[src/i2sap_pkg.sv]
// Purpose: shared constants of the stereo serial audio port
// Assumes: core clock of 100 MHz doubles as the divider reference clock
// Notes: divider defaults give the bit clock toggle rate (twice the bit rate)
package i2sap_pkg;
	// ==================================================================
	// clock and link rates
	localparam int unsigned CLK_HZ = 100_000_000;
	localparam int unsigned FRAME_HZ = 48_000;
	localparam int unsigned SLAVE_MAX_BCLK_HZ = 3_072_000;
	// least high or low phase at the fastest slave clock, 0.35 of its period
	localparam int unsigned SLAVE_MIN_PHASE_CYC =
		(CLK_HZ / 100 * 35 + SLAVE_MAX_BCLK_HZ - 1) / SLAVE_MAX_BCLK_HZ;

	// ==================================================================
	// frame layout
	localparam int unsigned WORD_BITS = 16;
	localparam int unsigned SLOTS_SHORT = 32;
	localparam int unsigned SLOTS_LONG = 50;
	localparam logic [5:0] HALF_SHORT = 6'h10;
	localparam logic [5:0] HALF_LONG = 6'h19;
	localparam logic [5:0] FRAME_SHORT_LAST = 6'h1f;
	localparam logic [5:0] FRAME_LONG_LAST = 6'h31;
	localparam logic [4:0] TX_CNT_DONE = 5'h10;
	localparam logic [3:0] RX_CNT_LAST = 4'hf;

	// ==================================================================
	// n/m divider: toggle rate = CLK_HZ * n / m
	localparam int unsigned DIV_W = 16;
	localparam logic [15:0] DIV_N_1536K = 16'h0060;
	localparam logic [15:0] DIV_M_1536K = 16'h0c35;
	localparam logic [15:0] DIV_N_2400K = 16'h0006;
	localparam logic [15:0] DIV_M_2400K = 16'h007d;

	// ==================================================================
	// sample buffer
	localparam int unsigned FIFO_WIDTH = 32;
	localparam int unsigned FIFO_DEPTH = 4;
	localparam logic [1:0] RST_SYNC_INIT = 2'h0;
endpackage

[src/i2sap_port.sv]
// Purpose: stereo serial audio port, clock master or slave, 16-bit words
// Assumes: pin inputs are synchronous to CLOCK; mode and divider held steady
// Notes: transmit words enter through a 4-word fifo, left in [31:16]
// Operation
// RL1: master drives bit clock and word select; slave takes both as inputs.
// RL2: serial data output is an output in both modes.
// RL3: every channel word on the link is sixteen bits.
// RL4: left word msb aligns with the msb slot of the serial bus.
// RL5: word msb appears one bit clock after each word select change.
// RL6: left channel while word select low, right while high.
// RL7: outgoing data bits change on the falling bit clock edge.
// RL8: partner captures device data on the rising bit clock edge.
// RL9: master makes 48 kHz frames of 32 or 50 bit clocks.
// RL10: master bit clock comes from reference by n/m fractional divider.
// RL11: slave accepts any bit clock up to 3.072 MHz.
// RL12: master bit clock keeps fixed mark/space, each phase at least 0.35T.
// RL13: partner's slave clock phases exceed 0.35 receiver_min_clock_period.
// RL14: bit clock period exceeds both transmitter and receiver minimum periods.
// RL15: slots after the sixteen data bits in a half frame drive low.
`timescale 1ns/100ps
`default_nettype none
module i2sap_port (
	input wire logic CLOCK,
	input wire logic RESETN,
	input wire logic MASTER,
	input wire logic LONG_FRAME,
	input wire logic [i2sap_pkg::DIV_W-1:0] DIV_N,
	input wire logic [i2sap_pkg::DIV_W-1:0] DIV_M,
	input wire logic SCK_I,
	output logic SCK_O,
	output logic SCK_OE,
	input wire logic WS_I,
	output logic WS_O,
	output logic WS_OE,
	output logic SDO,
	input wire logic SDI,
	input wire logic TX_VALID,
	output logic TX_READY,
	input wire logic [i2sap_pkg::FIFO_WIDTH-1:0] TX_DATA,
	output logic UNDERRUN,
	output logic RX_VALID,
	output logic RX_RIGHT,
	output logic [i2sap_pkg::WORD_BITS-1:0] RX_DATA
);
	// ==================================================================
	// reset release
	logic [1:0] rst_sync_q;
	wire rst_n = rst_sync_q[1];

	always_ff @(posedge CLOCK or negedge RESETN) begin
		if (!RESETN) begin
			rst_sync_q <= i2sap_pkg::RST_SYNC_INIT;
		end else begin
			rst_sync_q <= {rst_sync_q[0], 1'b1};
		end
	end

	// ==================================================================
	// n/m divider and master bit clock
	logic master_q;
	logic [i2sap_pkg::DIV_W:0] acc_q;
	logic sck_q;
	wire [i2sap_pkg::DIV_W:0] acc_sum = acc_q + {1'b0, DIV_N};
	wire tick = master_q && (acc_sum >= {1'b0, DIV_M});

	always_ff @(posedge CLOCK) begin
		if (!rst_n) begin
			master_q <= 1'b0;
			acc_q <= '0;
			sck_q <= 1'b0;
		end else begin
			master_q <= MASTER;
			acc_q <= tick ? acc_sum - {1'b0, DIV_M} : (master_q ? acc_sum : '0); // RL10
			// toggling on every tick keeps both phases within one clock of each other
			if (tick) begin
				sck_q <= ~sck_q; // RL12
			end
		end
	end

	// ==================================================================
	// edge detection, shared by both modes
	logic sck_in_q;
	logic sck_prev_q;
	logic ws_in_q;
	// pins taken as synchronous, one register is enough to find edges
	wire fall = master_q ? (tick && sck_q) : (sck_prev_q && !sck_in_q); // RL14
	wire rise = master_q ? (tick && !sck_q) : (!sck_prev_q && sck_in_q); // RL11

	always_ff @(posedge CLOCK) begin
		if (!rst_n) begin
			sck_in_q <= 1'b0;
			sck_prev_q <= 1'b0;
			ws_in_q <= 1'b0;
		end else begin
			sck_in_q <= SCK_I;
			sck_prev_q <= sck_in_q;
			ws_in_q <= WS_I;
		end
	end

	// ==================================================================
	// master frame counter and word select
	logic [5:0] fcnt_q;
	logic ws_q;
	wire [5:0] frame_last = LONG_FRAME ? i2sap_pkg::FRAME_LONG_LAST
		: i2sap_pkg::FRAME_SHORT_LAST;
	wire [5:0] half = LONG_FRAME ? i2sap_pkg::HALF_LONG : i2sap_pkg::HALF_SHORT;
	wire [5:0] fcnt_d = (fcnt_q >= frame_last) ? 6'h00 : fcnt_q + 6'h01;
	wire ws_gen = fcnt_d >= half;
	wire ws_new = master_q ? ws_gen : ws_in_q;
	wire trans = fall && (ws_new != ws_q);

	always_ff @(posedge CLOCK) begin
		if (!rst_n) begin
			fcnt_q <= frame_last;
			ws_q <= 1'b1;
		end else if (fall) begin
			if (master_q) begin
				fcnt_q <= fcnt_d; // RL9
			end
			ws_q <= ws_new; // RL6
		end
	end

	// ==================================================================
	// transmit buffer
	logic fifo_valid;
	logic [i2sap_pkg::FIFO_WIDTH-1:0] fifo_data;
	wire load_left = trans && !ws_new;
	wire pop = load_left && fifo_valid;

	i2sap_fifo #(
		.WIDTH(i2sap_pkg::FIFO_WIDTH),
		.DEPTH(i2sap_pkg::FIFO_DEPTH)
	) u_fifo (
		.clk(CLOCK),
		.rst_n(rst_n),
		.in_valid(TX_VALID),
		.in_ready(TX_READY),
		.in_data(TX_DATA),
		.out_valid(fifo_valid),
		.out_ready(pop),
		.out_data(fifo_data)
	);

	// ==================================================================
	// transmit shifter
	logic [i2sap_pkg::WORD_BITS-1:0] right_q;
	logic [i2sap_pkg::WORD_BITS-1:0] cur_word_q;
	logic [i2sap_pkg::WORD_BITS-1:0] tx_sh_q;
	logic [4:0] tx_cnt_q;
	logic sdo_q;
	logic underrun_q;
	wire tx_more = tx_cnt_q < i2sap_pkg::TX_CNT_DONE;
	// an empty fifo sends a silent frame rather than stale audio
	wire [i2sap_pkg::WORD_BITS-1:0] left_in = fifo_valid ? fifo_data[31:16] : '0;
	wire [i2sap_pkg::WORD_BITS-1:0] right_in = fifo_valid ? fifo_data[15:0] : '0;
	wire [i2sap_pkg::WORD_BITS-1:0] next_word = ws_new ? right_q : left_in; // RL6
	// the lsb of a short half lands on the slot where word select flips
	wire sdo_d = tx_more ? tx_sh_q[i2sap_pkg::WORD_BITS-1] : 1'b0; // RL15

	always_ff @(posedge CLOCK) begin
		if (!rst_n) begin
			right_q <= '0;
			cur_word_q <= '0;
			tx_sh_q <= '0;
			tx_cnt_q <= i2sap_pkg::TX_CNT_DONE;
			sdo_q <= 1'b0;
			underrun_q <= 1'b0;
		end else begin
			underrun_q <= load_left && !fifo_valid;
			if (load_left) begin
				right_q <= right_in;
			end
			if (fall) begin
				sdo_q <= sdo_d; // RL7
				if (trans) begin
					cur_word_q <= next_word; // RL4
					tx_sh_q <= next_word; // RL5
					tx_cnt_q <= '0;
				end else if (tx_more) begin
					tx_sh_q <= {tx_sh_q[i2sap_pkg::WORD_BITS-2:0], 1'b0};
					tx_cnt_q <= tx_cnt_q + 5'h01; // RL3
				end
			end
		end
	end

	// ==================================================================
	// receiver, sampled on the rising edge like any i2s receiver
	logic [i2sap_pkg::WORD_BITS-2:0] rx_sh_q;
	logic [4:0] rx_cnt_q;
	logic rx_ws_q;
	logic rx_ch_q;
	logic rx_valid_q;
	logic rx_right_q;
	logic [i2sap_pkg::WORD_BITS-1:0] rx_data_q;
	wire rx_ws_now = master_q ? ws_q : ws_in_q;
	wire rx_take = rise && (rx_cnt_q < i2sap_pkg::TX_CNT_DONE);
	wire rx_done = rx_take && (rx_cnt_q[3:0] == i2sap_pkg::RX_CNT_LAST);
	wire rx_trans = rise && (rx_ws_now != rx_ws_q);

	always_ff @(posedge CLOCK) begin
		if (!rst_n) begin
			rx_sh_q <= '0;
			rx_cnt_q <= i2sap_pkg::TX_CNT_DONE;
			rx_ws_q <= 1'b1;
			rx_ch_q <= 1'b1;
			rx_valid_q <= 1'b0;
			rx_right_q <= 1'b0;
			rx_data_q <= '0;
		end else begin
			rx_valid_q <= rx_done;
			if (rx_take) begin
				rx_sh_q <= {rx_sh_q[i2sap_pkg::WORD_BITS-3:0], SDI};
			end
			if (rx_done) begin
				rx_data_q <= {rx_sh_q, SDI}; // RL3
				rx_right_q <= rx_ch_q;
			end
			if (rx_trans) begin
				rx_ws_q <= rx_ws_now;
				rx_ch_q <= rx_ws_now; // RL6
				rx_cnt_q <= '0;
			end else if (rx_take) begin
				rx_cnt_q <= rx_cnt_q + 5'h01;
			end
		end
	end

	// ==================================================================
	// pins
	assign SCK_O = sck_q;
	assign SCK_OE = master_q; // RL1
	assign WS_O = ws_q;
	assign WS_OE = master_q; // RL1
	assign SDO = sdo_q; // RL2
	assign UNDERRUN = underrun_q;
	assign RX_VALID = rx_valid_q;
	assign RX_RIGHT = rx_right_q;
	assign RX_DATA = rx_data_q;

	// ==================================================================
	// checks
	logic [15:0] ph_cnt_q;
	logic [15:0] ph_prev_q;
	logic ph_seen_q;

	always_ff @(posedge CLOCK) begin
		if (!rst_n || !master_q) begin
			ph_cnt_q <= '0;
			ph_prev_q <= '0;
			ph_seen_q <= 1'b0;
		end else if (tick) begin
			ph_cnt_q <= '0;
			ph_prev_q <= ph_cnt_q;
			ph_seen_q <= 1'b1;
		end else begin
			ph_cnt_q <= ph_cnt_q + 16'h0001;
		end
	end
endmodule
`default_nettype wire

[src/i2sap_fifo.sv]
// Purpose: small synchronous fifo for stereo sample words
// Assumes: single clock, synchronous active low reset
// Notes: depth must be a power of two
`timescale 1ns/100ps
`default_nettype none
module i2sap_fifo #(
	parameter int unsigned WIDTH = 32,
	parameter int unsigned DEPTH = 4
) (
	input wire logic clk,
	input wire logic rst_n,
	input wire logic in_valid,
	output logic in_ready,
	input wire logic [WIDTH-1:0] in_data,
	output logic out_valid,
	input wire logic out_ready,
	output logic [WIDTH-1:0] out_data
);
	localparam int unsigned AW = $clog2(DEPTH);

	logic [WIDTH-1:0] mem_q [DEPTH];
	logic [AW:0] wr_q;
	logic [AW:0] rd_q;
	wire push = in_valid && in_ready;
	wire pop = out_valid && out_ready;

	// ==================================================================
	// pointers carry one extra bit so full and empty are told apart
	assign in_ready = (wr_q[AW-1:0] != rd_q[AW-1:0]) || (wr_q[AW] == rd_q[AW]);
	assign out_valid = wr_q != rd_q;
	assign out_data = mem_q[rd_q[AW-1:0]];

	always_ff @(posedge clk) begin
		if (push) begin
			mem_q[wr_q[AW-1:0]] <= in_data;
		end
	end

	always_ff @(posedge clk) begin
		if (!rst_n) begin
			wr_q <= '0;
			rd_q <= '0;
		end else begin
			wr_q <= wr_q + (AW+1)'(push);
			rd_q <= rd_q + (AW+1)'(pop);
		end
	end
endmodule
`default_nettype wire

[config.mk]
export PLATFORM = sky130hd
export DESIGN_NAME = i2sap_port
export DESIGN_NICKNAME = d
export VERILOG_FILES = /design/src/i2sap_pkg.sv /design/src/i2sap_port.sv /design/src/i2sap_fifo.sv
export SDC_FILE = /design/constraint.sdc
export NUM_CORES = 1
export LEC_CHECK = 0
export ABC_AREA = 1
export BUFFER_PORTS_ARGS = -buffer_cell sky130_fd_sc_hd__buf_4
export CAP_MARGIN = 20
export CORE_UTILIZATION = 52
export DETAILED_ROUTE_END_ITERATION = 10
export MAX_ROUTING_LAYER = met4
export PLACE_DENSITY = 0.71
export RECOVER_POWER = 100
export SLEW_MARGIN = 20
export SYNTH_ARGS = -nofsm -noshare
export SYNTH_HDL_FRONTEND = slang
export SYNTH_HIERARCHICAL = 1
export SYNTH_SLANG_ARGS = --single-unit
[constraint.sdc]
create_clock -name CLOCK -period 7.96 [get_ports CLOCK]
set_input_delay 0.398 -clock CLOCK [delete_from_list [all_inputs] [get_ports CLOCK]]
set_output_delay 0.398 -clock CLOCK [all_outputs]
set_load 0.005 [all_outputs]
==> results.toml, run 1 <==
[status]
status = "finished with violations"
violations = "max-capacitance violations, max-slew violations"

[floorplan]
die-area_um2 = 23700
die_x_um = 154
start_util_pct = 53.0
core_um2 = 22600
ioPinCount = 97
fp-row-count = 55
die_h_um = 154

[layout]
antenna_cells = 0
utilization_pct = 59.3
drive_gt1_share_pct = 10.8
seq_area_um2 = 6220
layout.cells.non_filler = 1760
multi_input_area_um2 = 4840
mostFrequentLayoutCell = "nand2_1"
fin_nets = 1575
layout_common_cells = "329 x nand2_1, 154 x nor2_1, 134 x edfxtp_1"
syn2layout_area_growth_pct = 12.0
nFillCells = 2050

[min_path]
hold_path_class = "input port to flop"
whs_endpoint = "SCK_OE"
hp-start = "MASTER"
holdPathStages = 3

[critical_path]
arrival_ps = 6390
crit_path_end_kind = "flop"
r2r_start = "u_fifo/rd_q[0]"
crit_type = "flop to flop"
reg2reg_slack_ps = 2010
start_kind = "flop"
worst-path-max-fanout = 67
r2r-end = "u_fifo/rd_q[1]"
reg2regPathDepth = 15
cp.required_ps = 8390

[timing]
slew_violations = 186
setup_tns_ps = 0
hold_viol = 0
finClkSkew_ps = 11.0
relSlewSlack_pct = -88.2
setup_viol = 0
final.min_clock_period_ps = 5950
layout_worst_path_cycle_share_pct = 74.8
worst_pin_slew_ps = 2820
rsz0062_at_grt = "no"
timing.fmax_ghz = 0.168
setup_ws_ps = 2010

[placed_design]
pre_cts_slack_ps = 3050
hpwl_um = 16100
port_buffers = 96
place_congestion = 0.885
dp.cells = 1711

[clock_tree]
clk-insertion-delay-late_ps = 540
numCtsBuffers = 27
clkSinkCount = 243
clk_pin_slew_ps = 60
cts_max_path_buffers = 3
post_cts_buffers = 0
root_buffer = "clkbuf_16"
h-tree-depth = 1
cts_tree = "yes"

[logic_synthesis]
synth_fp_nets = 1500
synth_area_per_cell_um2 = 8.69
synth-seq-cells = 243
ys_seq_area_share_pct = 51.8
syn_area_um2 = 12000
synth_cell_types = 46
synth_top_area_share_pct = 33.5
synthCells = 1381
yosysTopAreaCell = "edfxtp_1"
ys_top_cells_by_area = "edfxtp_1 34%, dfxtp_1 18%, nand2_1 10%"
ys.warnings.count = 6

[power_and_ir_drop]
p_leak_nw = 5.82
vdd_drop_max_uv = 172
p_per_area_nw_per_um2 = 251

[global_routing]
grt_overflow = 0
first_global_vias = 8727
grt_usage_pct = 22.0
antenna_found_initial = 0
grt_max_degree = 68
grt_pass1_wl_um = 41500

[routing]
viasPerCell = 5.21
drtAntennaViolNets = 0
dr.first_iter.drc_count = 463
first_pass_iters = 5
wl_per_cell_um = 14.2
remaining_drc_errors = 0
via_count = 9176
routed_wl_um = 24900

[run]
cap_violations = 3
-- flip-flops by register name, summed over array words and instances, names as in the netlist, 3 cells and up --
name / cells
RX_DATA: 16
acc_q: 17
fcnt_q: 6
right_q: 16
rx_cnt_q: 5
rx_sh_q: 15
tx_cnt_q: 5
tx_sh_q: 16
u_fifo/mem_q: 128
u_fifo/rd_q: 3
u_fifo/wr_q: 3
-- power by group --
| part | leakage [nW] | switching [W] | internal (W) |
|---|---|---|---|
| logic | 3.28 | 0.000483 | 0.000271 |
| clock network | 0.419 | 0.000488 | 0.000695 |
| registers | 2.12 | 0.0000301 | 0.00140 |
-- synthesized netlist by cell type (all sizes together) --
master,n
a21boi,2
ha,45
a21oi,88
dfrtp,2
a31oi,4
o21bai,3
clkinv,1
buf,39
conb,1
edfxtp,134
nor3,4
a221oi,1
a21o,1
xnor2,7
fa,2
or2,5
o31ai,1
clkbuf,24
nor2,170
o21ai,97
o22ai,33
and3,1
nand4,28
o21a,1
inv,133
nand3,57
dfxtp,107
nand2,350
xor2,23
nand3b,16
o211ai,1
-- how the worst max path moves through the flow --
| stage | start | end |
|---|---|---|
| floorplan | DIV_N[0] | u_fifo/rd_q[1] |
| global placement | DIV_N[2] | u_fifo/rd_q[1] |
| detailed placement | DIV_N[2] | u_fifo/rd_q[1] |
| CTS | acc_q[2] | u_fifo/rd_q[1] |
| global route | u_fifo/rd_q[0] | u_fifo/rd_q[2] |
| finish | u_fifo/rd_q[0] | u_fifo/rd_q[1] |
-- stage by stage --
step                      hold slack (ps)  cell area, um2  total power (W)
after floorplan                       102           12000          0.00205
after global placement                181           12800          0.00221
after detailed placement              183           12800          0.00222
after CTS                            30.0           13700          0.00341
after global routing                 64.7           13400          0.00356
final                                38.8           13400          0.00337
-- repair_timing --
action                    4_1_cts  5_1_grt
hold buffers                    1        0
resized for setup               0        0
hold endpoints to repair        2        0
-- per-layer routing --
layer / vias up / GRT usage (%) / share of wire, % / routed length (um)
li1: 4734 / - / - / -
met2: 195 / 37.5 / 48 / 12100
met3: 41 / 2.85 / 4.2 / 1050
met1: 4206 / 28.0 / 45 / 11300
met4: 0 / 5.14 / 2.0 / 491
met5: - / - / 0 / 0
-- cell type report --
type                            instances  share of cell area (%)
Clock buffer                           38                    5.63
Multi-Input combinational cell        941                    36.0
Timing Repair Buffer                  109                    5.02
Inverter                              134                    3.74
Sequential cell                       243                    46.3
Clock inverter                         10                   0.671
Tap cell                              285                    2.65
-- critical path: stages, from the launching register on --
cell and delay, ps:
dfxtp_2 310, clkbuf_1 1900, inv_1 980, clkbuf_1 1010, nand2_4 240, nand2_1 110, nand4_1 100, buf_4 300
inv_1 80, nor2_1 90, o21ai_0 90, inv_1 60, ha_1 140, ha_1 240, nand2_1 70, inv_1 60
-- logic make-up (layout without fill, tap and decap cells) --
logic type,after synthesis,count (layout),share of synthesized area [%]
AND/OR/NAND/NOR,631,631,23.4
flip-flops,243,243,51.8
AO/OA/AOI/OAI,232,232,10.3
buffers and inverters,197,291,7.26
adder cells (fa/ha/maj),47,47,5.03
XOR/XNOR,30,30,2.19
other,1,1,0.0312
Note: power is estimated with default switching activity, not from simulation.
==> run 2, diff against run 1 <==
--- a/config.mk
+++ b/config.mk
@@ -5,7 +5,7 @@
 export SDC_FILE = /design/constraint.sdc
 export NUM_CORES = 1
 export LEC_CHECK = 0
-export ABC_AREA = 1
+export ABC_AREA = 0
 export BUFFER_PORTS_ARGS = -buffer_cell sky130_fd_sc_hd__buf_4
 export CAP_MARGIN = 20
 export CORE_UTILIZATION = 52
==> constraint.sdc (replaced) <==
create_clock -name CLOCK -period 6 [get_ports CLOCK]
set_input_delay 0.3 -clock CLOCK [delete_from_list [all_inputs] [get_ports CLOCK]]
set_output_delay 0.3 -clock CLOCK [all_outputs]
set_load 0.005 [all_outputs]
==> results.toml, run 2 <==
[global_routing]
antenna_found_initial = 0
grt_max_degree = 76
first_global_vias = 7640
grt_overflow = 0
grt_usage_pct = 22.1
grt_pass1_wl_um = 38000

[layout]
syn2layout_area_growth_pct = 17.6
final_cell_area_um2 = 13300
largest_reg_flops = 128
antenna_cells = 0
layout_common_cells = "134 x edfxtp_1, 106 x dfxtp_1, 104 x nand2_1"
fin_nets = 1199
drive_gt1_share_pct = 14.4
mostFrequentLayoutCell = "edfxtp_1"

[critical_path]
start_kind = "flop"
crit_type = "flop to flop"
reg2regPathDepth = 24
crit_top_cell = "ha_1"
crit_path_end_kind = "flop"
worst-path-max-fanout = 18
cpMaxStageDelayCell = "clkbuf_1"
cp-startpoint = "acc_q[0]"
slowest_delay_ps = 620
arrival_ps = 5780
r2r-end = "u_fifo/rd_q[2]"
cp.required_ps = 6410
setup.worst_path.end = "u_fifo/rd_q[2]"
r2r_start = "acc_q[0]"
worstPathCellList = "ha_1 -> inv_1 -> fa_1 -> nor2b_1 -> o31a_1 -> o22ai_1 -> o21ai_0 -> a21oi_1 -> mux2i_1 -> or2_2 -> ha_1 -> inv_1 -> o21bai_1 -> a21oi_1 -> nand4_1 -> o211ai_1 -> clkbuf_1 -> nor2_1 -> inv_1 -> a31oi_1 -> ha_1 -> ha_1 -> xor2_1 -> and2_0"
reg2reg_slack_ps = 630

[power_and_ir_drop]
total_power_w = 0.00414
seq_power_share_pct = 45.3
p_sw_w = 0.00112
p_comb_share_pct = 17.8
p_int_w = 0.00301
p_clk_share_pct = 36.9
switching_share_pct = 27.2
p_per_area_nw_per_um2 = 312
p_leak_nw = 4.82
vdd_drop_max_uv = 280

[logic_synthesis]
synth_ff_type = "edfxtp_1"
yosysTopAreaCell = "edfxtp_1"
ys_top_cells_by_area = "edfxtp_1 36%, dfxtp_1 19%, mux4_2 6.0%"
syn_area_um2 = 11300
ys.warnings.count = 6
synth_common_cells = "134 x edfxtp_1, 107 x dfxtp_1, 104 x nand2_1"
synth_edf_count = 134
synth_cell_types = 74
synth_fp_nets = 1064
synthCells = 945
synth_most_common_cell = "edfxtp_1"
synth_top_area_share_pct = 35.7
synthArstFlopShare_pct = 0.823
synth-seq-cells = 243
ys_seq_area_share_pct = 55.1
synth_area_per_cell_um2 = 11.9

[timing]
hold_viol = 0
rsz0062_at_grt = "no"
relSlewSlack_pct = -99.6
setup_tns_ps = 0
final.min_clock_period_ps = 5370
setup_viol = 0
setup_ws_ps = 626
timing.fmax_ghz = 0.186
finClkSkew_ps = 17.7
worst_pin_slew_ps = 2990
slew_violations = 144
layout_worst_path_cycle_share_pct = 89.6
holdWs_ps = 55.3

[floorplan]
start_util_pct = 53.4
die_h_um = 149
ioPinCount = 97
core_um2 = 21200
fp-row-count = 53
die_x_um = 149
die-area_um2 = 22300

[clock_tree]
numCtsBuffers = 26
cts_resized = 0
clk_pin_slew_ps = 60
h-tree-depth = 1
cts_hold_buffers = 36
cts_max_path_buffers = 3
post_cts_buffers = 0
root_buffer = "clkbuf_16"
clkSinkCount = 243
cts_tree = "yes"
clk-insertion-delay-late_ps = 540

[placed_design]
place_congestion = 0.865
hpwl_um = 15100
dpl_cell_area_um2 = 12300
port_buffers = 96
pre_cts_slack_ps = 950

[routing]
drtAntennaViolNets = 0
first_pass_iters = 7
remaining_drc_errors = 0
wl_per_cell_um = 17.1
dr.first_iter.drc_count = 414
via_count = 7767
routed_wl_um = 23500
viasPerCell = 5.65

[run]
cap_violations = 3

[status]
violations = "max-capacitance violations, max-slew violations"
status = "finished with violations"

[min_path]
hold_path_class = "input port to flop"
==> run 2: cell count changes in the layout (fill, tap and decap cells not counted), moves of 16 or more <==
cell,before,now
nand3_1,56,24
nand2_2,16,0
dlygate4sd3_1,1,36
o21ai_0,75,34
mux2i_1,0,36
nand2_1,329,104
nor2_1,154,34
o22ai_1,33,7
o21ai_1,22,3
mux4_2,0,30
inv_1,127,45
==> run 2: routing by layer <==
metal / global-route usage, % / share of wire, %
met1: 29.1 / 45
met4: 4.95 / 2.0
met3: 2.78 / 4.6
met2: 36.7 / 48
met5: - / 0
==> run 2: how the worst min path moves through the flow <==
stage           start            end  slack, ps  cells after the start
2_1_floorplan  RESETN  rst_sync_q[0]          4                      0
3_3_place_gp   RESETN  rst_sync_q[0]         80                      1
3_5_place_dp   RESETN  rst_sync_q[0]         90                      1
4_1_cts           SDI     rx_sh_q[0]         40                      3
5_1_grt           SDI     RX_DATA[0]         60                      3
6_report          SDI     rx_sh_q[0]         60                      3
==> run 2: cell families (layout without fill, tap and decap cells) <==
group                      Yosys count  count (layout)  share of synthesized area, %
and+or+nand+nor                    262             262                          11.3
DFF                                243             243                          55.1
AOI/OAI and AO/OA                  205             205                          12.1
buffers and inverters               86             241                          3.77
muxes                               69              69                          9.74
adders and majority gates           47              47                          5.34
xor gates and xnor gates            32              32                          2.65
other                                1               1                        0.0332
==> run 2: power groups by stage <==
stage	registers [W]	logic, W	clock network [W]
floorplan	0.00190	0.000539	0
global placement	0.00191	0.000721	0
detailed placement	0.00191	0.000730	0
CTS	0.00187	0.000754	0.00156
global route	0.00188	0.000820	0.00162
finish	0.00187	0.000735	0.00153
==> run 2: area by class of cell <==
| class | instances | area, um2 |
|---|---|---|
| clock buffer | 34 | 701 |
| clock inverter | 14 | 126 |
| fill | 1665 | 7880 |
| inverter | 45 | 169 |
| multi-input combinational | 616 | 4680 |
| sequential | 243 | 6220 |
| tap | 275 | 344 |
| timing repair buffer | 148 | 1030 |
==> run 2: metrics by stage <==
| stage | utilization (%) | instances |
|---|---|---|
| 3_5_place_dp | 58.0 | 1290 |
| 3_3_place_gp | 58.0 | 1290 |
| 5_1_grt | 62.7 | 1375 |
| 6_report | 62.7 | 1375 |
| 4_1_cts | 63.6 | 1374 |
| 2_1_floorplan | - | 945 |
==> run 2: critical path: cells and delay by family (launching register included) <==
kind | cells | cell delay, ps
flip-flops | 1 | 310
AO/OA/AOI/OAI | 8 | 1470
multiplexers | 1 | 130
adder cells (fa/ha/maj) | 5 | 1280
buffers and inverters | 4 | 950
AND/OR/NAND/NOR | 5 | 970
XOR/XNOR | 1 | 130
==> run 3, diff against run 2 <==
--- a/config.mk
+++ b/config.mk
@@ -13,8 +13,7 @@
 export MAX_ROUTING_LAYER = met4
 export PLACE_DENSITY = 0.71
 export RECOVER_POWER = 100
-export SLEW_MARGIN = 20
+export SLEW_MARGIN = 10
 export SYNTH_ARGS = -nofsm -noshare
 export SYNTH_HDL_FRONTEND = slang
-export SYNTH_HIERARCHICAL = 1
 export SYNTH_SLANG_ARGS = --single-unit
==> results.toml, run 3 <==
[status]
status = "finished with violations"
violations = "design-rule violations, max-capacitance violations, max-slew violations"

[timing]
rsz0062_at_grt = "no"
setup_tns_ps = 0
layout_worst_path_cycle_share_pct = 87.8
hold_viol = 0
setup_viol = 0
final.min_clock_period_ps = 5270
finClkSkew_ps = 25.7
worst_pin_slew_ps = 2810
slew_violations = 96
relSlewSlack_pct = -87.6
timing.fmax_ghz = 0.190

[layout]
mostFrequentLayoutCell = "edfxtp_1"
utilization_pct = 63.0
syn2layout_area_growth_pct = 17.6
layout_common_cells = "134 x edfxtp_1, 107 x dfxtp_1, 104 x nand2_1"
layout.cells.non_filler = 1434
largest_reg_flops = 128
fin_nets = 1253
antenna_cells = 0
final_cell_area_um2 = 13900
drive_gt1_share_pct = 15.2

[min_path]
holdPathStages = 3
hp-start = "SDI"
whs_endpoint = "RX_DATA[0]"
hold_path_class = "input port to flop"

[routing]
remaining_drc_errors = 7
viasPerCell = 5.68
routed_wl_um = 24300
dr.first_iter.drc_count = 465
first_pass_iters = 10
via_count = 8146
drtAntennaViolNets = 0
wl_per_cell_um = 16.9

[clock_tree]
numCtsBuffers = 26
cts_max_path_buffers = 3
clkSinkCount = 243
h-tree-depth = 1
root_buffer = "clkbuf_16"
clk-insertion-delay-late_ps = 550
cts_tree = "yes"
clk_pin_slew_ps = 60

[critical_path]
cp.depth = 23
worst-path-max-fanout = 20
cp-startpoint = "acc_q[0]"
worstPathCellList = "ha_1 -> inv_1 -> fa_1 -> nor2b_1 -> o31ai_1 -> a21oi_1 -> a21o_1 -> a21oi_1 -> xnor2_1 -> ha_1 -> nand4_1 -> a21oi_1 -> a2111oi_0 -> o21a_1 -> o31ai_1 -> clkbuf_1 -> o211a_1 -> buf_4 -> o211ai_1 -> nor2_1 -> ha_1 -> ha_1 -> and2_1"
start_kind = "flop"
crit_type = "flop to flop"
reg2regPathDepth = 23
r2r_start = "acc_q[0]"
slowest_delay_ps = 540
cpMaxStageDelayCell = "a2111oi_0"
r2r-end = "u_fifo.rd_q[1]"
crit_path_end_kind = "flop"
arrival_ps = 5680
cp_top_family = "compound AO/OA/AOI/OAI gates"
cp.required_ps = 6410
crit_top_cell = "ha_1"
path_buf_inv = 3
reg2reg_slack_ps = 730

[power_and_ir_drop]
vdd_drop_max_uv = 321
p_clk_share_pct = 40.3
p_leak_nw = 5.12
total_power_w = 0.00428
switching_share_pct = 25.5
p_comb_share_pct = 16.0
p_int_w = 0.00319
p_per_area_nw_per_um2 = 308
p_sw_w = 0.00109
seq_power_share_pct = 43.7

[logic_synthesis]
syn_area_um2 = 11800
ys.warnings.count = 0
synth_ff_type = "edfxtp_1"
synth_fp_nets = 1140
synth-seq-cells = 243
synth_common_cells = "134 x edfxtp_1, 107 x dfxtp_1, 104 x nand2_1"
synth_cell_types = 66
synthCells = 1021
yosysTopAreaCell = "edfxtp_1"
synthArstFlopShare_pct = 0.823
ys_seq_area_share_pct = 52.7
synth_top_area_share_pct = 34.1
synth_most_common_cell = "edfxtp_1"
ys_top_cells_by_area = "edfxtp_1 34%, dfxtp_1 18%, mux4_2 6.1%"
synth_edf_count = 134
synth_area_per_cell_um2 = 11.6

[global_routing]
first_global_vias = 8016
use_met1_pct = 26.5
grt_max_degree = 61
grt_overflow = 0
grt_pass1_wl_um = 39800
grt_use_met2_pct = 37.7
grt_busiest_layer = "met2"
use_met3_pct = 2.67
antenna_found_initial = 0
grt_usage_pct = 21.7

[floorplan]
start_util_pct = 53.6
die_x_um = 153
die-area_um2 = 23300
fp-row-count = 54
core_um2 = 22000
ioPinCount = 97
die_h_um = 153

[placed_design]
dpl_cell_area_um2 = 12700
port_buffers = 96
place_congestion = 0.912
hpwl_um = 15300
dp.cells = 1349

[run]
cap_violations = 2
[run 3: cell types whose count changed after synthesis, sizes merged, moves of 12 or more]
cell / change
clkbuf: +18
a21bo: +16
nand3: +16
nand4: -16
nor3: +16
nand3b: +15
o2111a: +15
a211o: +14
and3b: +14
inv: -14
a32o: -12
nor2b: +12
[run 3: metal layers]
metal / vias to the layer above / wire (um)
met5: - / 0
li1: 4030 / -
met3: 40 / 988
met4: 0 / 562
met1: 3894 / 10500
met2: 182 / 12200
[run 3: layout make-up]
| type | instances | area, um2 |
|---|---|---|
| clock inverters | 15 | 236 |
| repair buffers | 148 | 1050 |
| clock buffers | 33 | 708 |
| multi-input cells | 684 | 5200 |
| inverters | 31 | 116 |
| flip-flops and latches | 243 | 6220 |
| fillers | 1775 | 8150 |
| well taps | 280 | 350 |
[run 3: worst min-delay path, delay by kind of cell]
family	cells	cell delay, ps
mux	1	60
simple gates	1	50
buf+inv	1	110
[run 3: cells by family after synthesis]
group / after synthesis / share of synthesized area [%]
mux: 67 / 9.07
compound gates: 227 / 13.8
simple gates: 308 / 13.2
buf+inv: 94 / 3.42
fa+ha+maj: 47 / 5.11
flops: 243 / 52.7
other cells: 1 / 0.0318
xor+xnor: 34 / 2.68
[run 3: how the worst max path moves through the flow]
stage                                end
after floorplan           u_fifo.rd_q[1]
after detailed placement  u_fifo.rd_q[2]
after global placement    u_fifo.rd_q[2]
final                     u_fifo.rd_q[1]
after CTS                 u_fifo.rd_q[2]
after global routing      u_fifo.rd_q[2]
[run 3: repair_timing]
action	CTS	global route
hold buffers	36	0
hold endpoints to repair	133	0
resized for setup	0	0
setup buffers	0	0
[run 3: stage by stage]
step	hold WS (ps)	setup slack (ps)
after floorplan	4.41	1470
after global placement	83.7	986
after detailed placement	84.0	827
after CTS	25.5	855
after global routing	30.0	198
final	42.3	732
[run 3: power by group through the flow]
| stage | combinational (W) | clock [W] | sequential [W] |
|---|---|---|---|
| after global routing | 0.000763 | 0.00182 | 0.00188 |
| after CTS | 0.000698 | 0.00177 | 0.00187 |
| after floorplan | 0.000512 | 0 | 0.00189 |
| final | 0.000684 | 0.00173 | 0.00187 |
| after global placement | 0.000666 | 0 | 0.00190 |
| after detailed placement | 0.000673 | 0 | 0.00190 |
